$ cat config.mk
export PLATFORM = sky130hd
export DESIGN_NAME = ucs_ep0_host
export DESIGN_NICKNAME = d
export VERILOG_FILES = /design/src/hw/ucs_pkg.sv /design/src/hw/ucs_ep0_host.sv
export SDC_FILE = /design/constraint.sdc
export NUM_CORES = 1
export LEC_CHECK = 0
export ABC_AREA = 0
export BUFFER_PORTS_ARGS = -buffer_cell sky130_fd_sc_hd__buf_2
export CAP_MARGIN = 15
export CORE_ASPECT_RATIO = 1.25
export CORE_MARGIN = 4
export CORE_UTILIZATION = 48
export CTS_CLUSTER_DIAMETER = 150
export DETAILED_ROUTE_END_ITERATION = 6
export PLACE_DENSITY = 0.88
export SYNTH_ARGS = -nofsm -noshare
export SYNTH_HDL_FRONTEND = slang
export SYNTH_SLANG_ARGS = --single-unit
$ cat constraint.sdc
create_clock -name hclk -period 2.1 [get_ports hclk]
set_input_delay 0.105 -clock hclk [delete_from_list [all_inputs] [get_ports hclk]]
set_output_delay 0.105 -clock hclk [all_outputs]
set_load 0.03 [all_outputs]
$ cat src/hw/ucs_pkg.sv
// shared constants and types for the endpoint-zero host control block
package ucs_pkg;
    // register indices; byte address is four times the index
    localparam logic [11:0] IDX_CSR = 12'h102;
    localparam logic [11:0] IDX_NAKLIM = 12'h104;
    localparam logic [11:0] IDX_TOG = 12'h105;
    localparam logic [11:0] IDX_ISTS = 12'h106;
    localparam logic [11:0] IDX_IMASK = 12'h107;
    // control/status bit positions
    localparam int B_NAK_TIMEOUT_FLAG = 7;
    localparam int B_STATUS = 6;
    localparam int B_INREQ = 5;
    localparam int B_ERROR = 4;
    localparam int B_SETUP = 3;
    localparam int B_STALLED = 2;
    localparam int B_TX_PACKET_READY = 1;
    localparam int B_RX_PACKET_READY = 0;
    // reset values
    localparam logic [7:0] CSR_RST = 8'h00;
    localparam logic [7:0] NAKLIM_RST = 8'h00;
    localparam logic [7:0] MASK_RST = 8'h00;
    // attempts without any answer before the error flag
    localparam logic [1:0] MAX_TRIES = 2'h3;
    localparam logic [1:0] HTRANS_NONSEQ = 2'h2;

    typedef enum logic [1:0] {
        TOK_SETUP,
        TOK_OUT,
        TOK_IN
    } ucs_tok_t;

    typedef enum logic [2:0] {
        RSP_ACK,
        RSP_NAK,
        RSP_STALL,
        RSP_DATA,
        RSP_NONE
    } ucs_rsp_code_t;

    // one transaction launched towards the bus engine
    typedef struct packed {
        logic valid;
        ucs_tok_t tok;
        logic data1;
        logic status;
    } ucs_req_t;

    // outcome of the transaction reported by the bus engine
    typedef struct packed {
        logic valid;
        ucs_rsp_code_t code;
    } ucs_rsp_t;
endpackage

$ cat src/hw/ucs_ep0_host.sv
// endpoint-zero host control/status logic with an ahb-lite register slave
//****************************************************************
// How it works
//****************************************************************
// How it works
// - peripheral NAKs beyond limit: set nak_timeout_flag and halt endpoint.
// - status bit written with tx_packet_ready or in_request starts a STATUS stage transaction.
// - setting status bit without setup forces data_toggle to 1 for DATA1.
// - hardware clears status bit when the STATUS stage completes.
// - in_request issues IN; cleared when rx_packet_ready gets set.
// - three unanswered attempts set error bit and interrupt; software clears.
// - setup bit sends SETUP instead of OUT; set with tx_packet_ready.
// - setting setup bit clears data_toggle so DATA0 is sent.
// - received STALL sets stalled bit until software clears it.
// - tx_packet_ready with setup sends setup, alone sends OUT.
// - hardware clears tx_packet_ready once the packet went out.
// - received packet sets rx_packet_ready and the interrupt flag.
`timescale 1ns/1ps

module ucs_ep0_host (
    input wire logic hclk,
    input wire logic hresetn,
    input wire logic hsel,
    input wire logic [31:0] haddr,
    input wire logic [1:0] htrans,
    input wire logic hwrite,
    input wire logic [2:0] hsize,
    input wire logic [31:0] hwdata,
    input wire logic hready,
    output logic [31:0] hrdata,
    output logic hreadyout,
    output logic hresp,
    output ucs_pkg::ucs_req_t link_req,
    input wire ucs_pkg::ucs_rsp_t link_rsp,
    output logic irq
);
    import ucs_pkg::*;

    typedef enum logic {ST_IDLE, ST_WAIT} ucs_state_t;

    //****************************************************************
    // bus slave
    //****************************************************************
    logic [31:0] hrdata_r;
    logic wr_pend_r;
    logic [11:0] wr_idx_r;
    logic [7:0] csr_r;
    logic [7:0] csr_nxt;
    logic [7:0] naklim_r;
    logic tog_r;
    logic tog_nxt;
    logic ists_r;
    logic ists_nxt;
    logic mask_r;
    logic irq_r;
    ucs_state_t st_r;
    ucs_state_t st_nxt;
    ucs_req_t req_r;
    logic cur_in_r;
    logic [7:0] nak_cnt_r;
    logic [7:0] nak_cnt_nxt;
    logic [1:0] tries_r;
    logic [1:0] tries_nxt;

    wire addr_ok = hsel && hready && (htrans == HTRANS_NONSEQ);
    wire [11:0] a_idx = haddr[13:2];
    wire wr_take = addr_ok && hwrite;
    wire rd_take = addr_ok && !hwrite;
    wire wr_csr = wr_pend_r && (wr_idx_r == IDX_CSR);
    wire wr_nak = wr_pend_r && (wr_idx_r == IDX_NAKLIM);
    wire wr_tog = wr_pend_r && (wr_idx_r == IDX_TOG);
    wire wr_msk = wr_pend_r && (wr_idx_r == IDX_IMASK);
    // reading the status clears it; a new event still wins below
    wire rd_clr = rd_take && (a_idx == IDX_ISTS);
    wire [7:0] wdat = hwdata[7:0];

    // unmapped indices read as zero, writes to them are dropped
    wire [7:0] rd_sel =
        (a_idx == IDX_CSR) ? csr_r :
        (a_idx == IDX_NAKLIM) ? naklim_r :
        (a_idx == IDX_TOG) ? {7'h00, tog_r} :
        (a_idx == IDX_ISTS) ? {7'h00, ists_r} :
        (a_idx == IDX_IMASK) ? {7'h00, mask_r} : 8'h00;

    always_ff @(posedge hclk or negedge hresetn) begin
        if (!hresetn) begin
            hrdata_r <= 32'h0000_0000;
            wr_pend_r <= 1'b0;
            wr_idx_r <= 12'h000;
        end else begin
            hrdata_r <= rd_take ? {24'h00_0000, rd_sel} : 32'h0000_0000;
            wr_pend_r <= wr_take;
            wr_idx_r <= a_idx;
        end
    end

    //****************************************************************
    // transaction sequencing
    //****************************************************************
    wire rsp_hit = (st_r == ST_WAIT) && link_rsp.valid;
    wire is_ack = rsp_hit && (link_rsp.code == RSP_ACK);
    wire is_data = rsp_hit && (link_rsp.code == RSP_DATA);
    wire is_nak = rsp_hit && (link_rsp.code == RSP_NAK);
    wire is_stall = rsp_hit && (link_rsp.code == RSP_STALL);
    wire is_none = rsp_hit && (link_rsp.code == RSP_NONE);
    wire nak_over = is_nak && (nak_cnt_r >= naklim_r);
    wire none_out = is_none && (tries_r == MAX_TRIES - 2'h1);
    // halted while a timeout, error or stall is pending
    wire halted = csr_r[B_NAK_TIMEOUT_FLAG] || csr_r[B_ERROR]
        || csr_r[B_STALLED];
    wire want = csr_r[B_TX_PACKET_READY] || csr_r[B_INREQ];
    wire go = (st_r == ST_IDLE) && want && !halted;
    wire done_ok = (is_ack && !cur_in_r) || (is_data && cur_in_r);
    // raising tx_packet_ready from software is itself an event
    wire tx_evt = wr_csr && wdat[B_TX_PACKET_READY] && !csr_r[B_TX_PACKET_READY];
    wire ep0_evt = tx_evt || (is_data && cur_in_r)
        || none_out || nak_over || is_stall || (is_ack && !cur_in_r);

    // in_request wins over tx_packet_ready when both are set
    wire ucs_tok_t tok_sel = csr_r[B_INREQ] ? TOK_IN :
        (csr_r[B_SETUP] ? TOK_SETUP : TOK_OUT);

    always_comb begin
        st_nxt = st_r;
        if (go) begin
            st_nxt = ST_WAIT;
        end else if (rsp_hit) begin
            st_nxt = ST_IDLE;
        end
    end

    always_comb begin
        csr_nxt = csr_r;
        tog_nxt = tog_r;
        nak_cnt_nxt = nak_cnt_r;
        tries_nxt = tries_r;
        if (wr_csr) begin
            csr_nxt = wdat;
        end
        if (wr_tog) begin
            tog_nxt = wdat[0];
        end
        if (wr_csr && wdat[B_STATUS]) begin
            tog_nxt = 1'b1;
        end
        if (wr_csr && wdat[B_SETUP]) begin
            tog_nxt = 1'b0;
        end
        if (done_ok) begin
            tog_nxt = !tog_r;
            nak_cnt_nxt = 8'h00;
            tries_nxt = 2'h0;
            csr_nxt[B_STATUS] = 1'b0;
        end
        if (is_ack && !cur_in_r) begin
            csr_nxt[B_TX_PACKET_READY] = 1'b0;
        end
        if (is_data && cur_in_r) begin
            csr_nxt[B_RX_PACKET_READY] = 1'b1;
            csr_nxt[B_INREQ] = 1'b0;
        end
        if (is_nak) begin
            nak_cnt_nxt = (nak_cnt_r == 8'hff) ? 8'hff : nak_cnt_r + 8'h01;
            tries_nxt = 2'h0;
        end
        if (nak_over) begin
            csr_nxt[B_NAK_TIMEOUT_FLAG] = 1'b1;
            nak_cnt_nxt = 8'h00;
        end
        if (is_stall) begin
            csr_nxt[B_STALLED] = 1'b1;
            nak_cnt_nxt = 8'h00;
            tries_nxt = 2'h0;
        end
        if (is_none) begin
            tries_nxt = tries_r + 2'h1;
        end
        if (none_out) begin
            csr_nxt[B_ERROR] = 1'b1;
            tries_nxt = 2'h0;
        end
    end

    // sticky event, read clears, a same-cycle event is kept
    assign ists_nxt = (ists_r && !rd_clr) || ep0_evt;

    always_ff @(posedge hclk or negedge hresetn) begin
        if (!hresetn) begin
            st_r <= ST_IDLE;
            csr_r <= CSR_RST;
            tog_r <= 1'b0;
            nak_cnt_r <= 8'h00;
            tries_r <= 2'h0;
            naklim_r <= NAKLIM_RST;
            mask_r <= MASK_RST[0];
            ists_r <= 1'b0;
            irq_r <= 1'b0;
        end else begin
            st_r <= st_nxt;
            csr_r <= csr_nxt;
            tog_r <= tog_nxt;
            nak_cnt_r <= nak_cnt_nxt;
            tries_r <= tries_nxt;
            naklim_r <= wr_nak ? wdat : naklim_r;
            mask_r <= wr_msk ? wdat[0] : mask_r;
            ists_r <= ists_nxt;
            irq_r <= ists_nxt && (wr_msk ? wdat[0] : mask_r);
        end
    end

    //****************************************************************
    // launch towards the bus engine
    //****************************************************************
    always_ff @(posedge hclk or negedge hresetn) begin
        if (!hresetn) begin
            req_r <= '0;
            cur_in_r <= 1'b0;
        end else begin
            req_r.valid <= go;
            req_r.tok <= tok_sel;
            req_r.data1 <= tog_r;
            req_r.status <= csr_r[B_STATUS];
            cur_in_r <= go ? csr_r[B_INREQ] : cur_in_r;
        end
    end

    assign hrdata = hrdata_r;
    assign hreadyout = 1'b1;
    assign hresp = 1'b0;
    assign link_req = req_r;
    assign irq = irq_r;
endmodule // ucs_ep0_host

## Word-level counts from Yosys, hierarchy flattened

Index checks and enable logic that the tools add are counted.
W data, S select, Z words.

- Register bits after elaboration: 58
- Input port bits: 78
- Output and inout bits: 40
- Word-level logic and storage cells: 130

- Add/subtract/negate cells: 2
- Order comparisons: 1
- Eq/ne operators: 16
- Mux-type cells: 33
- Bitwise operators: 1
- Reduce and logical (&&, ||, !) cells: 54

Operator list:

| cell | number |
|---|---|
| $eq A12 B9 Y1 const B | 9 |
| $mux W8 | 9 |
| $logic_and A1 B1 Y1 | 27 |
| $mux W1 | 18 |
| $reduce_bool A2 Y1 | 7 |
| $mux W2 | 6 |
| $logic_or A1 B1 Y1 | 10 |
| $add A8 B1 Y8 const B | 1 |
| $eq A8 B8 Y1 const B | 1 |
| $ge A8 B8 Y1 | 1 |
| $reduce_bool A4 Y1 | 2 |
| $eq A3 B2 Y1 const B | 2 |
| $logic_not A1 Y1 | 6 |
| $reduce_bool A5 Y1 | 1 |
| $eq A2 B2 Y1 const B | 2 |
| $eq A3 B1 Y1 const B | 1 |
| $eq A3 B3 Y1 const B | 1 |
| $logic_not A3 Y1 | 1 |
| $add A2 B1 Y2 const B | 1 |
| $not A1 Y1 | 1 |

## Logic depth before layout (Yosys ltp)

- Depth after elaboration: 11
- Mapped depth: 8
- Gate-level depth less buffers: 7

## Worst setup path after synthesis

OpenSTA, ideal clock, no wires.

- Path type: reg-to-reg
- From: reg nak_cnt_r[0]
- To: reg nak_cnt_r[7]
- Library setup time: 82 ps
- Data arrival time: 1758 ps
- Required time: 2018 ps
- Setup slack: 260 ps
- Cell stages (with the launch flop): 9
- Buffers on the path: 1
- Period minus slack after synthesis: 1840 ps
- Cell sequence: dfrtp_1 > inv_1 > ha_1 > nand2b_1 > a2111oi_2 > o31a_1 > buf_4 > o311ai_1 > a31oi_1

- Word-level cells in the longest chain between the ends: 5
- Elaborated cells on any way between the ends: 9
- Classes of those cells: add/sub (1); order compare (1); eq/ne (1); mux (4); reduce/logical (2)

Ends and longest elaborated chain:

| item | RTL line | source |
|---|---|---|
| start: declaration | ucs_ep0_host.sv:60 | `logic [7:0] nak_cnt_r;` |
| start signal: assignment | ucs_ep0_host.sv:202 | `nak_cnt_r <= nak_cnt_nxt;` |
| $add A8 B1 Y8 / $eq A8 B8 Y1 (equally long branches) | ucs_ep0_host.sv:163 | `nak_cnt_nxt = (nak_cnt_r == 8'hff) ? 8'hff : nak_cnt_r + 8'h01;` |
| $mux W8 | ucs_ep0_host.sv:163 |  |
| $mux W8 | ucs_ep0_host.sv:162 | `if (is_nak) begin` |
| $mux W8 | ucs_ep0_host.sv:166 | `if (nak_over) begin` |
| $mux W8 | ucs_ep0_host.sv:170 | `if (is_stall) begin` |

Several ways; a longest one is shown, not always the timed one.
A chain may end at the register's enable or synchronous reset.

## Worst setup path in the final report

- From: reg naklim_r[0]
- To: reg irq_r (netlist: irq)

- Word-level cells in the longest chain between the ends: 7

Ends and longest elaborated chain:

| item | RTL line | source |
|---|---|---|
| start: declaration | ucs_ep0_host.sv:49 | `logic [7:0] naklim_r;` |
| start signal: assignment | ucs_ep0_host.sv:204 | `naklim_r <= wr_nak ? wdat : naklim_r;` |
| $ge A8 B8 Y1 | ucs_ep0_host.sv:106 | `wire nak_over = is_nak && (nak_cnt_r >= naklim_r);` |
| $logic_and A1 B1 Y1 | ucs_ep0_host.sv:106 |  |
| $logic_or A1 B1 Y1 (3 in series) | ucs_ep0_host.sv:117 | `\|\| none_out \|\| nak_over \|\| is_stall \|\| (is_ack && !cur_in_r);` |
| $logic_or A1 B1 Y1 | ucs_ep0_host.sv:185 | `assign ists_nxt = (ists_r && !rd_clr) \|\| ep0_evt;` |
| $logic_and A1 B1 Y1 | ucs_ep0_host.sv:207 | `irq_r <= ists_nxt && (wr_msk ? wdat[0] : mask_r);` |
| end signal: assignment | ucs_ep0_host.sv:207 |  |
| end: declaration | ucs_ep0_host.sv:55 | `logic irq_r;` |

No other way between the ends.

==> impl_results.md <==
- Outcome: complete, no violations
- Commonest cells in the netlist: dfrtp_1, buf_4, nand2_1, inv_1, nor2_1
- Initial core utilization: 50.25%
- HP Class: input pin to register
- Fin Setup TNS: 0 ns
- Final setup viols: 0
- Clock Tree Buf Depth: 2
- Layout fillers: 443
- Worst Tran Pin Value: 0.5010 ns
- Peak VDD IR: 0.0003212 V
- Clock Sinks: 58
- Initial antenna violation count: 0
- Top cell type's share of synthesized area: 49.32%
- RSZ-0062 raised after global routing: false
- Dominant cell type by area after synthesis: dfrtp_1
- Worst-path clk slew: 0.08 ns
- Antenna Cells: 0
- Post-synth cell types: 57
- Pre-Repair DR Iteration Count: 4
- Slew Limit Fails: 0
- Pre-CTS setup slack: 0.04190 ns
- Vias/cell: 5.470
- Ys Warns: 0
- Avg Inst Size Synth: 10.59 µm²
- Most frequent cell after synthesis: dfrtp_1
- Wire length on met1: 2.612 mm
- CTS tree: built
- Clock power share: 45.6%
- Min Hold Slack: 0.02261 ns
- Max Cap Viol: 0
- CP required: 2.31 ns
- Root Driver: clkbuf_8
- Area of the multi-input gates: 1275 µm²
- I/O Pins: 118
- Worst Setup Path Type: register to register
- Horiz. Die Dim: 78.04 µm
- Post-synthesis sequential area ratio: 49.32%
- Tcrit/Tclk final: 93.32%
- Post-CTS Setup Repair Bufs: 0
- DR WL/cell: 17.56 µm
- Fmax: 0.5103 GHz
- Die area: 7455 µm²
- Grt total ovfl: 0
- Die H: 95.54 µm
- Pleak: 1.736 nW
- Leading register cell type out of synthesis: dfrtp_1
- Pwr per Cell Area: 713.2 nW/µm²
- Remaining DRCs: 0
- FFs w/ async S/R, synth: 100.0%
- Core area: 5857 µm²
- Final critical-path required period: 1.960 ns
- CP max FO: 3
- CTS buffer count: 9
- Max-slew headroom: 65.73%
- Crit path capture type: register
- Row cnt: 31
- Vias: 2,385
- Layout cell share with drive strength beyond 1: 22.60%
- Switching Share: 26.14%
- Clk Latency, worst-skew pair: 0.35 ns
- Synthesized area: 2943 µm²
- Critical path arrival: 2.17 ns
- Post-Syn Instances: 278
- Synth-to-Final Area Change: 22.41%
- Internal: 0.001897 W
- Part of the power in registers: 45.5%
- Largest net degree at the start of global routing: 37
- GRT Total Usage: 22.17%
- Top Metal Used: met4
- Synthesized flop and latch total: 58
- Routed wl met3: 506 µm
- Logic gate share of total power: 8.9%
- Global-route wire length before repair: 12.37 mm
- Met2 WL: 4.244 mm
- Post-route worst setup slack: 0.1403 ns
- Setup crit start kind: register
- Post-synth EDFFs: 0
- NetSw: 0.0006716 W
- Routed Antenna Nets: 0
- Vias in the first global route: 2,581
- Final nets: 437
- IO Port Bufs: 44
- Total routed wirelength: 7.654 mm
- H-tree levels: 3
- FF+latch area: 1451 µm²
- Final total power: 0.002569 W
- HPWL after DPL: 4.892 mm
- Largest cells by area after synthesis: dfrtp_1, buf_4, ha_1
- Hold Fails Final Rpt: 0
- Clk_skew: 0.01225 ns
- Iter 0 DRT Violations: 153
- GP Congestion: 0.8496
path summary, 6_finish.rpt:
kind | from | to | cells after the start | slack (ns)
max | naklim_r[0]$_DFFE_PN0P_ | irq$_DFF_PN0_ | 7 | 0.14
max in group asynchronous | hresetn | nak_cnt_r[1]$_DFFE_PN0P_ | 3 | 1.27
min reg2reg | csr_r[6]$_DFFE_PN0P_ | link_req[0]$_DFF_PN0_ | 0 | 0.43
min in group asynchronous | hresetn | wr_idx_r[6]$_DFF_PN0_ | 2 | 0.25
min | hwdata[5] | naklim_r[5]$_DFFE_PN0P_ | 3 | 0.02
max reg2reg | naklim_r[0]$_DFFE_PN0P_ | irq$_DFF_PN0_ | 7 | 0.14
worst max-delay path, cell delays in order, from the launching register on:
cell,delay (ns)
dfrtp_1,0.41
ha_1,0.30
nand2b_4,0.15
a2111oi_4,0.29
o31a_1,0.20
buf_4,0.14
nand2b_1,0.19
a31oi_1,0.14
state kept, by name, indices dropped and copies added, names as in the netlist:
| signal | flops |
|---|---|
| naklim_r | 8 |
| st_r | 1 |
| wr_pend_r | 1 |
| hrdata | 8 |
| mask_r | 1 |
| irq | 1 |
| tries_r | 2 |
| wr_idx_r | 12 |
| ists_r | 1 |
| csr_r | 8 |
| nak_cnt_r | 8 |
| cur_in_r | 1 |
| tog_r | 1 |
| link_req | 5 |
stage by stage:
stage                     utilization [%]  instance area (µm²)  instances
after floorplan                         -                 3033        302
after global placement              54.16                 3172        402
after detailed placement            54.16                 3172        402
after CTS                           61.08                 3577        436
after global routing                61.50                 3602        436
final                               61.50                 3602        436
cell type report:
type	instances	share of cell area, %
clock buffers	9	3.439
repair buffers	69	13.03
clock inverters	7	2.813
multi-input cells	190	35.39
well taps	82	2.848
inverters	21	2.188
flip-flops and latches	58	40.29
cells in the final DEF, fill, tap and decap left out, types with 3 or more instances in the layout:
cell type      instances
a21oi_1                4
a22oi_1                7
a31oi_1               10
and3_1                 3
buf_2                 44
buf_4                  5
clkbuf_8               9
conb_1                26
dfrtp_1               58
dlygate4sd3_1         18
ha_1                  10
inv_1                 21
mux2i_1                8
nand2_1               23
nand3_1                8
nor2_1                21
nor4_1                 3
o21ai_0               11
o21ai_1                3
o22ai_1                3
layer usage:
| metal | global-route usage, % | vias to the layer above |
|---|---|---|
| li1 | - | 1080 |
| met1 | 21.32 | 1163 |
| met2 | 41.14 | 118 |
| met3 | 5.671 | 24 |
| met4 | 15.45 | 0 |
| met5 | 0 | - |
power by group through the flow:
stage	combinational, W	clock (W)	sequential [W]
4_1_cts	0.000222	0.00117	0.00117
6_report	0.000228	0.00117	0.00117
3_5_place_dp	0.000194	0	0.00119
3_3_place_gp	0.000189	0	0.00119
2_1_floorplan	0.000145	0	0.00119
5_1_grt	0.000249	0.00124	0.00117
cells by family (layout without fill, tap and decap cells):
group / after synthesis / in the layout / share of synthesized area, %
AO/OA/AOI/OAI: 57 / 57 / 13.52
adder cells (fa/ha/maj): 10 / 10 / 4.252
buffers and inverters: 54 / 106 / 11.14
flip-flops: 58 / 58 / 49.32
multiplexers: 11 / 11 / 4.252
other: 2 / 26 / 0.2552
AND/OR/NAND/NOR: 86 / 86 / 17.26
repair_timing:
| action | 4_1_cts | 5_1_grt |
|---|---|---|
| hold endpoints to repair | 39 | 0 |
| gates resized for setup | 0 | 4 |
| setup endpoints to repair | 0 | 8 |
| hold buffers | 18 | 0 |
Note: power is estimated with default switching activity, not from simulation.
